## src/rtl/pmt_consts.vh

```
// Purpose: Constants for the 8-bit period match timer
// Assumes: Byte-wide register port, word index addressing
// Notes: Offsets are register indices on the plain port
`ifndef PMT_CONSTS_VH
`define PMT_CONSTS_VH
`define PMT_ADDR_W 3
`define PMT_OFF_CTRL 3'h0
`define PMT_OFF_COUNT 3'h1
`define PMT_OFF_PERIOD 3'h2
`define PMT_OFF_IRQ_STAT 3'h3
`define PMT_OFF_IRQ_EN 3'h4
`define PMT_OFF_IRQ_CLR 3'h5
`define PMT_CTRL_RST 8'h00
`define PMT_COUNT_RST 8'h00
`define PMT_PERIOD_RST 8'hFF
`define PMT_CTRL_MASK 8'h7F
`define PMT_F_IDIV_LO 0
`define PMT_F_IDIV_HI 1
`define PMT_F_RUN 2
`define PMT_F_MDIV_LO 3
`define PMT_F_MDIV_HI 6
`define PMT_PRE_W 4
`define PMT_PRE_DIV4_LAST 4'h3
`define PMT_PRE_DIV16_LAST 4'hF
`endif

```

## src/rtl/pmt_timer.v

```verilog
// Purpose: 8-bit period match timer with prescaler, postscaler and event flag
// Assumes: Single clock core_clk is the instruction clock; async active-low reset
// Notes: Register port with one-cycle read latency; level interrupt output
`timescale 1ns/1ps
`include "pmt_consts.vh"

module pmt_timer (
   input wire core_clk,
   input wire rstn,
   input wire sleep_req,
   input wire [2:0] reg_addr,
   input wire [7:0] reg_wdata,
   input wire reg_wr,
   input wire reg_rd,
   output reg [7:0] reg_rdata,
   output wire match_pulse_serial,
   output wire match_pulse_pwm,
   output wire irq
);

////////////////////////////////////////////////////////////////////////////////
// Registers

localparam [7:0] CTRL_MASK = `PMT_CTRL_MASK;
localparam [`PMT_PRE_W-1:0] PRE_ZERO = {`PMT_PRE_W{1'b0}};

// Control and scaler state
reg [7:0] ctrl_q;
wire [7:0] ctrl_d;
reg [`PMT_PRE_W-1:0] pre_q;
reg [`PMT_PRE_W-1:0] pre_d;
reg [`PMT_PRE_W-1:0] pre_last;
reg [3:0] post_q;
reg [3:0] post_d;

// Counter and period
reg [7:0] count_q;
reg [7:0] count_d;
reg [7:0] period_q;
reg [7:0] period_d;
reg match_q;

// Event flag and its enable
reg flag_q;
reg flag_d;
reg flag_en_q;
reg flag_en_d;

// Read data and sleep synchroniser
reg [7:0] rdata_d;
reg sleep_s1_q;
reg sleep_s2_q;

// Write strobes per register index
wire wr_ctrl;
wire wr_count;
wire wr_period;
wire wr_en;
wire wr_clr;
wire clr_hit;
assign wr_ctrl = reg_wr && (reg_addr == `PMT_OFF_CTRL);
assign wr_count = reg_wr && (reg_addr == `PMT_OFF_COUNT);
assign wr_period = reg_wr && (reg_addr == `PMT_OFF_PERIOD);
assign wr_en = reg_wr && (reg_addr == `PMT_OFF_IRQ_EN);
assign wr_clr = reg_wr && (reg_addr == `PMT_OFF_IRQ_CLR);
assign clr_hit = wr_clr && reg_wdata[0];

// Read strobes per register index
wire rd_ctrl;
wire rd_count;
wire rd_period;
wire rd_stat;
wire rd_en;
assign rd_ctrl = reg_rd && (reg_addr == `PMT_OFF_CTRL);
assign rd_count = reg_rd && (reg_addr == `PMT_OFF_COUNT);
assign rd_period = reg_rd && (reg_addr == `PMT_OFF_PERIOD);
assign rd_stat = reg_rd && (reg_addr == `PMT_OFF_IRQ_STAT);
assign rd_en = reg_rd && (reg_addr == `PMT_OFF_IRQ_EN);

wire scaler_clr;
assign scaler_clr = wr_ctrl || wr_count;

// Control fields
wire [1:0] idiv_sel;
wire [3:0] mdiv_sel;
wire run_enable;
assign idiv_sel = ctrl_q[`PMT_F_IDIV_HI:`PMT_F_IDIV_LO];
assign mdiv_sel = ctrl_q[`PMT_F_MDIV_HI:`PMT_F_MDIV_LO];
assign run_enable = ctrl_q[`PMT_F_RUN];

////////////////////////////////////////////////////////////////////////////////
// Sleep input synchroniser

// Sleep comes from outside the core clock domain
always @(posedge core_clk or negedge rstn) begin
   if (!rstn) begin
      sleep_s1_q <= 1'b0;
      sleep_s2_q <= 1'b0;
   end else begin
      sleep_s1_q <= sleep_req;
      sleep_s2_q <= sleep_s1_q;
   end
end

////////////////////////////////////////////////////////////////////////////////
// Prescaler
// Holds its partial count while sleep pauses counting, so a sleep neither
// shortens nor stretches the interval in progress; any CTRL or COUNT write clears it.

always @* begin
   case (idiv_sel)
      2'b00: pre_last = PRE_ZERO;
      2'b01: pre_last = `PMT_PRE_DIV4_LAST;
      default: pre_last = `PMT_PRE_DIV16_LAST;
   endcase
end

wire active;
wire inc_tick;
assign active = run_enable && !sleep_s2_q;
assign inc_tick = active && (pre_q >= pre_last);

always @* begin
   pre_d = pre_q;
   if (scaler_clr) begin
      pre_d = PRE_ZERO;
   end else if (active) begin
      if (inc_tick) begin
         pre_d = PRE_ZERO;
      end else begin
         pre_d = pre_q + 1'b1;
      end
   end
end

always @(posedge core_clk or negedge rstn) begin
   if (!rstn) begin
      pre_q <= PRE_ZERO;
   end else begin
      pre_q <= pre_d;
   end
end

////////////////////////////////////////////////////////////////////////////////
// Counter and period
// A tick lost to a register write is not made up later; the write restarts
// the prescaler from zero, a COUNT write loads the count and a CTRL write keeps it.

wire count_match;
wire match;
assign count_match = (count_q == period_q);
assign match = inc_tick && count_match && !scaler_clr;

always @* begin
   count_d = count_q;
   if (wr_count) begin
      count_d = reg_wdata;
   end else if (wr_ctrl) begin
      count_d = count_q;
   end else if (inc_tick) begin
      if (count_match) begin
         count_d = 8'h00;
      end else begin
         count_d = count_q + 8'h01;
      end
   end
end

always @(posedge core_clk or negedge rstn) begin
   if (!rstn) begin
      count_q <= `PMT_COUNT_RST;
   end else begin
      count_q <= count_d;
   end
end

// Period register
always @* begin
   period_d = period_q;
   if (wr_period) begin
      period_d = reg_wdata;
   end
end

always @(posedge core_clk or negedge rstn) begin
   if (!rstn) begin
      period_q <= `PMT_PERIOD_RST;
   end else begin
      period_q <= period_d;
   end
end

genvar gi;
generate
   for (gi = 0; gi < 8; gi = gi + 1) begin : g_ctrl_bit
      assign ctrl_d[gi] = wr_ctrl ? (reg_wdata[gi] & CTRL_MASK[gi]) : ctrl_q[gi];
   end
endgenerate

always @(posedge core_clk or negedge rstn) begin
   if (!rstn) begin
      ctrl_q <= `PMT_CTRL_RST;
   end else begin
      ctrl_q <= ctrl_d;
   end
end

////////////////////////////////////////////////////////////////////////////////
// Match outputs

always @(posedge core_clk or negedge rstn) begin
   if (!rstn) begin
      match_q <= 1'b0;
   end else begin
      match_q <= match;
   end
end

// Both consumers see the same registered pulse
// serial shift clock source
assign match_pulse_serial = match_q;
assign match_pulse_pwm = match_q;

////////////////////////////////////////////////////////////////////////////////
// Postscaler and event flag
// A flag set and a software clear in one cycle leave the flag set.

wire post_hit;
wire post_ovf;
assign post_hit = (post_q == mdiv_sel);
assign post_ovf = match && post_hit;

always @* begin
   post_d = post_q;
   if (scaler_clr) begin
      post_d = 4'h0;
   end else if (match) begin
      if (post_ovf) begin
         post_d = 4'h0;
      end else begin
         post_d = post_q + 4'h1;
      end
   end
end

always @(posedge core_clk or negedge rstn) begin
   if (!rstn) begin
      post_q <= 4'h0;
   end else begin
      post_q <= post_d;
   end
end

always @* begin
   flag_d = flag_q;
   if (post_ovf) begin
      flag_d = 1'b1;
   end else if (clr_hit) begin
      flag_d = 1'b0;
   end
end

always @(posedge core_clk or negedge rstn) begin
   if (!rstn) begin
      flag_q <= 1'b0;
   end else begin
      flag_q <= flag_d;
   end
end

// Interrupt enable
always @* begin
   flag_en_d = flag_en_q;
   if (wr_en) begin
      flag_en_d = reg_wdata[0];
   end
end

always @(posedge core_clk or negedge rstn) begin
   if (!rstn) begin
      flag_en_q <= 1'b0;
   end else begin
      flag_en_q <= flag_en_d;
   end
end

// Level interrupt while flag and enable are both set
assign irq = flag_q && flag_en_q;

////////////////////////////////////////////////////////////////////////////////
// Read port

// Status and enable words
wire [7:0] stat_word;
wire [7:0] en_word;
assign stat_word = {7'h00, flag_q};
assign en_word = {7'h00, flag_en_q};

// Unmapped and write-only indices read as zero
always @* begin
   rdata_d = 8'h00;
   if (rd_ctrl) begin
      rdata_d = ctrl_q;
   end
   if (rd_count) begin
      rdata_d = count_q;
   end
   if (rd_period) begin
      rdata_d = period_q;
   end
   if (rd_stat) begin
      rdata_d = stat_word;
   end
   if (rd_en) begin
      rdata_d = en_word;
   end
end

// Read data stand for one cycle only, zero otherwise
always @(posedge core_clk or negedge rstn) begin
   if (!rstn) begin
      reg_rdata <= 8'h00;
   end else begin
      reg_rdata <= rdata_d;
   end
end

endmodule // pmt_timer

```

## config.mk

```make
export PLATFORM = sky130hd
export DESIGN_NAME = pmt_timer
export DESIGN_NICKNAME = d
export VERILOG_FILES = /design/src/rtl/pmt_timer.v
export VERILOG_INCLUDE_DIRS = /design/src /design/src/rtl
export SDC_FILE = /design/constraint.sdc
export NUM_CORES = 1
export LEC_CHECK = 0
export BUFFER_PORTS_ARGS = -buffer_cell sky130_fd_sc_hd__buf_2
export CORE_ASPECT_RATIO = 2
export CORE_MARGIN = 2
export CORE_UTILIZATION = 40
export DETAILED_ROUTE_END_ITERATION = 12
export GPL_TIMING_DRIVEN = 0
export PLACE_DENSITY_LB_ADDON = 0.2
export SLEW_MARGIN = 10
export SYNTH_ARGS = -nofsm -noshare
export SYNTH_HDL_FRONTEND = slang
export SYNTH_SLANG_ARGS = --single-unit
```

## constraint.sdc

```tcl
create_clock -name core_clk -period 6.5 [get_ports core_clk]
set_clock_uncertainty 0.15 [all_clocks]
set_input_delay 0.65 -clock core_clk [delete_from_list [all_inputs] [get_ports core_clk]]
set_output_delay 0.65 -clock core_clk [all_outputs]
set_load 0.02 [all_outputs]
```

==> flow_summary.toml, run 1 <==
[power_and_ir_drop]
ir_worst_vdd_mv = 0.175
pwr_density_cell_nw_per_um2 = 331
leakagePower_nw = 1.28

[logic_synthesis]
synth-async-reset-ratio_pct = 100
muxShareOfSynthArea_pct = 11.8
synth_xor_area_share_pct = 4.70
synth_cells = 225
synthAdderAreaFrac_pct = 3.61
ys_seq_elements = 44
synth_compound_area_share_pct = 11.4
synth_top_area_share_pct = 37.2
ys_top_cells_by_area = "dfrtp_1, dfstp_2, mux2_2, ha_1, mux2i_1"
synth.avg_cell_area_um2 = 10.8
synth_top_family_by_area = "simple AND/OR/NAND/NOR gates"
synth_edf_count = 0
synthesis.nets = 248
synth.distinct_cells = 50
synthSimpleGateAreaFrac_pct = 19.3
synth_warnings = 0
netlist_area_um2 = 2420
yosys_most_used_dff = "dfrtp_1"
yosys.area.top_type = "dfrtp_1"
ys_seq_area_share_pct = 45.8

[clock_tree]
numCtsBuffers = 5
cts_resized = 0
htree_levels = 2
clock_path_buffers = 2
clock-sinks = 44
path_clk_slew_ps = 60
cts_tree = "yes"
postCtsSetupBuffers = 0
ctsRootBufferMaster = "clkbuf_16"
insertion_delay_ps = 290
ctsHoldBuffers = 0

[critical_path]
slowest_stage = "nor4b_2"
arrival_ps = 2760
required_ps = 6560
crit_type = "reg -> reg"
path_cells = "or2_2, ha_1, nor3b_1, o21ai_0, nor4b_2, a31oi_1, nor3_1"
crit_path_max_fanout = 7
worstReg2RegStart = "ctrl_q[1]"
cp-start-kind = "flip-flop"
critPathCaptureType = "flip-flop"
rr_worst_depth = 7
reg2reg_slack_ps = 3790
cpPeakStageDelay_ps = 700
rr_endpoint = "post_q[2]"

[layout]
diodes = 0
final_layout_size_suffix_gt1_share_pct = 29.8
area_growth_pct = 16.0
final_nets = 280
final_area_um2 = 2810
fill_cells = 572

[timing]
final.min_clock_period_ps = 2710
maxSlewViolCount = 0
timing.final.crit_share_pct = 41.6
tns_ps = 0
max_slew.worst_pin.slew_ps = 1110
finalSetupViolations = 0
rsz0062_at_grt = "no"
fmax_mhz = 370
slew_headroom_pct = 25.7
report.final.hold_viol_count = 0

[placed_design]
hpwlAfterDp_um = 4170
place_congestion = 0.770
io_buffers = 25
placed_cell_area_um2 = 2630

[floorplanning]
die_h_um = 114
coreArea_um2 = 5960
ios = 27
die_width_um = 59.0
initial_utilization_pct = 40.7
row_count = 40
dieArea_um2 = 6740

[route]
wl_um = 5570
drt_iter0_markers = 52
detail-route-antenna-nets = 0
viasPerCell = 5.68
drc_errors = 0
vias = 1823
dr.pass1.iters = 4
routedWlPerCell_um = 17.3

[grt]
first_global_vias = 1872
grt_pass1_wl_um = 9110
track_usage_pct = 18.2
grt_max_degree = 45
grt_remaining_overflow = 0
antenna_found_initial = 0

[hold_path]
whs_endpoint = "sleep_s2_q"
min_from = "sleep_s1_q"
hold_depth = 0
holdCritPathClass = "reg -> reg"

[run_status]
outcome = "finished, final reports clean"

[run]
cap_violations = 0
metrics by stage:
stage | power, mW | setup WS (ps) | hold WS, ps | util [%] | std cells
finish | 0.930 | 3790 | 200 | 47.2 | 321
CTS | 0.937 | 3730 | 203 | 47.2 | 321
detailed placement | 0.626 | 3510 | 189 | 44.1 | 313
floorplan | 0.556 | 4160 | 181 | - | 225
global route | 0.990 | 3550 | 220 | 47.2 | 321
global placement | 0.620 | 3510 | 183 | 44.1 | 313
power breakdown:
group / switching [mW] / total (mW) / internal, mW / leakage (nW)
Sequential: 0.0533 / 0.381 / 0.328 / 0.526
Clock: 0.108 / 0.311 / 0.202 / 0.0901
Combinational: 0.121 / 0.238 / 0.117 / 0.663
routing by layer:
layer	up-vias	share of wire [%]	track usage (%)
met5	-	0	0
met4	0	1.7	8.03
met3	7	3.1	4.18
met2	37	55	32.7
met1	896	40	19.5
li1	883	-	-
worst max-delay path, delay by kind of cell, from the launching register on:
kind	cells	cell delay, ps
simple gates	4	1280
compound gates	2	520
flops	1	390
fa+ha+maj	1	280
registers in the layout, indices dropped and copies added, names as in the netlist:
signal	count
match_pulse_pwm	1
post_q	4
flag_en_q	1
flag_q	1
sleep_s1_q	1
sleep_s2_q	1
pre_q	4
period_q	8
count_q	8
reg_rdata	8
ctrl_q	7
worst max path at each step:
stage / from / slack, ps / cells after the start / endpoint
detailed placement: reg_addr[0] / 3510 / 7 / count_q[1]
finish: ctrl_q[1] / 3790 / 7 / post_q[2]
CTS: ctrl_q[1] / 3730 / 8 / post_q[2]
global route: ctrl_q[1] / 3550 / 8 / post_q[2]
global placement: reg_addr[0] / 3510 / 7 / count_q[1]
floorplan: reg_addr[0] / 4160 / 6 / count_q[1]
area by class of cell:
class / instances / area, µm² / area share [%]
flip-flops and latches: 44 / 1110 / 39.5
multi-input cells: 169 / 1230 / 43.8
well taps: 63 / 78.8 / 2.80
plain buffers: 9 / 70.1 / 2.49
clock inverters: 1 / 30.0 / 1.07
clock buffers: 7 / 153 / 5.43
inverters: 3 / 11.3 / 0.401
repair buffers: 25 / 125 / 4.45
synthesized netlist by cell type (all sizes together) (2+ instances only):
cell type	number
and3	2
or2	2
dfstp	8
mux2	16
nand2b	5
buf	6
nor4b	2
nor4	2
or3	4
nand2	15
nor3	3
mux2i	8
nor2b	5
xor2	4
and2b	2
or4	5
o211ai	7
dfrtp	36
inv	3
a22oi	6
clkbuf	3
nor3b	2
and2	2
a21oi	13
nand4	3
xnor2	9
nor2	19
ha	7
nand3	7
o21ai	9
kinds of logic after synthesis:
family / after synthesis
and+or+nand+nor: 82
AOI/OAI and AO/OA: 42
buffers and inverters: 12
adders and majority gates: 7
DFF: 44
muxes: 25
xor gates and xnor gates: 13
cells in the final DEF (no fill, tap or decap), types with 8 or more instances in the layout:
cell type / netlist / final
xnor2_1: 9 / 9
dfstp_2: 8 / 8
dfrtp_1: 36 / 36
mux2i_1: 8 / 8
mux2_2: 16 / 16
nor2_1: 19 / 19
o21ai_0: 9 / 9
nand2_1: 14 / 14
a21oi_1: 12 / 12
buf_2: 1 / 26
Power figures use the tool's default switching activity.
==> run 2, diff against run 1 <==
==> constraint.sdc (replaced) <==
create_clock -name core_clk -period 2.8 [get_ports core_clk]
set_clock_uncertainty 0.15 [all_clocks]
set_input_delay 0.28 -clock core_clk [delete_from_list [all_inputs] [get_ports core_clk]]
set_output_delay 0.28 -clock core_clk [all_outputs]
set_load 0.02 [all_outputs]
==> run 2 against run 1 <==
Sequential share of layout area shrank 0.26 points. Power increased by 130%. Hold slack got worse by 190 ps. Maximum frequency is 6.8% higher. Global-route usage grew 0.068 points. Critical path type unchanged. Clock-buffer cell count unchanged. Critical path depth stayed put. Combinational power increased by 140%. Via count shrank 0.44%. Cell count is 0.31% higher. First-iteration DRC count is 35% higher.
==> flow_summary.toml, run 2 (synthesis results as in run 1) <==
[power_and_ir_drop]
p_sw_share_pct = 30.5
leakagePower_nw = 1.30
p_int_mw = 1.51
switching_power_uw = 662
clkPwrFrac_pct = 33.4
p_comb_share_pct = 25.8
power_frac_seq_pct = 40.8
pwr_density_cell_nw_per_um2 = 767
ir_worst_vdd_mv = 0.407

[grt]
grt_pass1_wl_um = 9150
first_global_vias = 1882
track_usage_pct = 18.3
antenna_found_initial = 0
grt_max_degree = 45
grt_remaining_overflow = 0

[placed_design]
hpwlAfterDp_um = 4170
io_buffers = 25
place_congestion = 0.770

[hold_path]
holdCritPathClass = "in -> async"

[layout]
area_growth_pct = 16.7
top_regs = "count_q (8), period_q (8), reg_rdata (8)"
final_core_util_pct = 47.5
final_common_cell = "dfrtp_1"
final_cell_mix = "dfrtp_1, buf_2, nor2_1, mux2_2, nand2_1"
diodes = 0
final_layout_size_suffix_gt1_share_pct = 29.7
final_nets = 281

[timing]
slew_headroom_pct = 23.8
finalSetupViolations = 0
rsz0062_at_grt = "no"
fmax_mhz = 395
report.final.hold_viol_count = 0
maxSlewViolCount = 0
timing.final.crit_share_pct = 90.4
final.min_clock_period_ps = 2530
hold_ws_ps = 7.70
max_slew.worst_pin.slew_ps = 1140
tns_ps = 0

[route]
vias = 1815
detail-route-antenna-nets = 0
drc_errors = 0
dr.pass1.iters = 4
wl_um = 5590
viasPerCell = 5.64
routedWlPerCell_um = 17.4
drt_iter0_markers = 70

[floorplanning]
initial_utilization_pct = 40.7
die_width_um = 59.0
die_h_um = 114
ios = 27
row_count = 40
dieArea_um2 = 6740
coreArea_um2 = 5960

[clock_tree]
insertion_delay_ps = 290
numCtsBuffers = 5
path_clk_slew_ps = 70
cts_tree = "yes"
ctsRootBufferMaster = "clkbuf_16"
clock_path_buffers = 2
clock-sinks = 44
htree_levels = 2

[run_status]
outcome = "finished, final reports clean"

[critical_path]
critPathCaptureType = "flip-flop"
required_ps = 2810
worstReg2RegStart = "ctrl_q[1]"
crit_type = "reg -> reg"
rr_worst_depth = 7
arrival_ps = 2550
cp-start-kind = "flip-flop"
rr_endpoint = "post_q[1]"
crit_path_max_fanout = 7
reg2reg_slack_ps = 270
startpoint = "ctrl_q[1]"

[run]
cap_violations = 0
run 2: changes by cell type in the layout (fill, tap and decap cells not counted), sizes merged:
cell	change
dlygate4sd3	+1
run 2: stage by stage:
stage	setup slack [ps]	power, mW	instance area (µm²)	std cells
floorplan	488	1.29	2420	225
global placement	31.4	1.44	2630	313
detailed placement	45.5	1.45	2630	313
CTS	29.6	2.18	2820	322
global route	16.6	2.31	2830	322
finish	268	2.17	2830	322
run 2: power groups by stage:
stage	clock network [mW]	registers [mW]	logic [mW]
3_3_place_gp	0	0.892	0.546
5_1_grt	0.761	0.902	0.643
6_report	0.723	0.885	0.560
2_1_floorplan	0	0.868	0.422
3_5_place_dp	0	0.894	0.559
4_1_cts	0.732	0.883	0.562
run 2: timing repair:
| action | 4_1_cts | 5_1_grt |
|---|---|---|
| hold buffers | 1 | 0 |
| hold endpoints to repair | 1 | 0 |
| gates resized for setup | 0 | 1 |
| setup endpoints to repair | 0 | 5 |
| buffers inserted | 0 | 0 |
run 2: metal layers:
layer	part of all wire, %	GRT usage [%]	vias up
li1	-	-	883
met1	40	19.6	898
met2	55	32.9	28
met3	2.7	4.18	6
met4	1.7	8.03	0
met5	0	0	-
run 2: worst max path at each step:
stage,to,slack [ps],cells past startpoint
after global placement,post_q[3],30,7
after global routing,post_q[1],20,8
after floorplan,flag_q,490,7
after CTS,post_q[2],30,8
after detailed placement,post_q[2],50,8
final,post_q[1],270,7
run 2: final cells by class:
class	instances	area [µm²]
multi-input combinational	169	1240
buffer	9	70.1
sequential	44	1110
timing repair buffer	26	135
fill	573	3130
clock inverter	1	30.0
inverter	3	11.3
tap	63	78.8
clock buffer	7	153
run 2: worst max-delay path, cell delays in order (launching register included):
cell and delay [ps]:
dfrtp_1 390, or2_2 310, ha_1 280, nor3b_1 60
o21ai_0 370, nor4b_4 520, mux2i_1 260, nor2_1 50
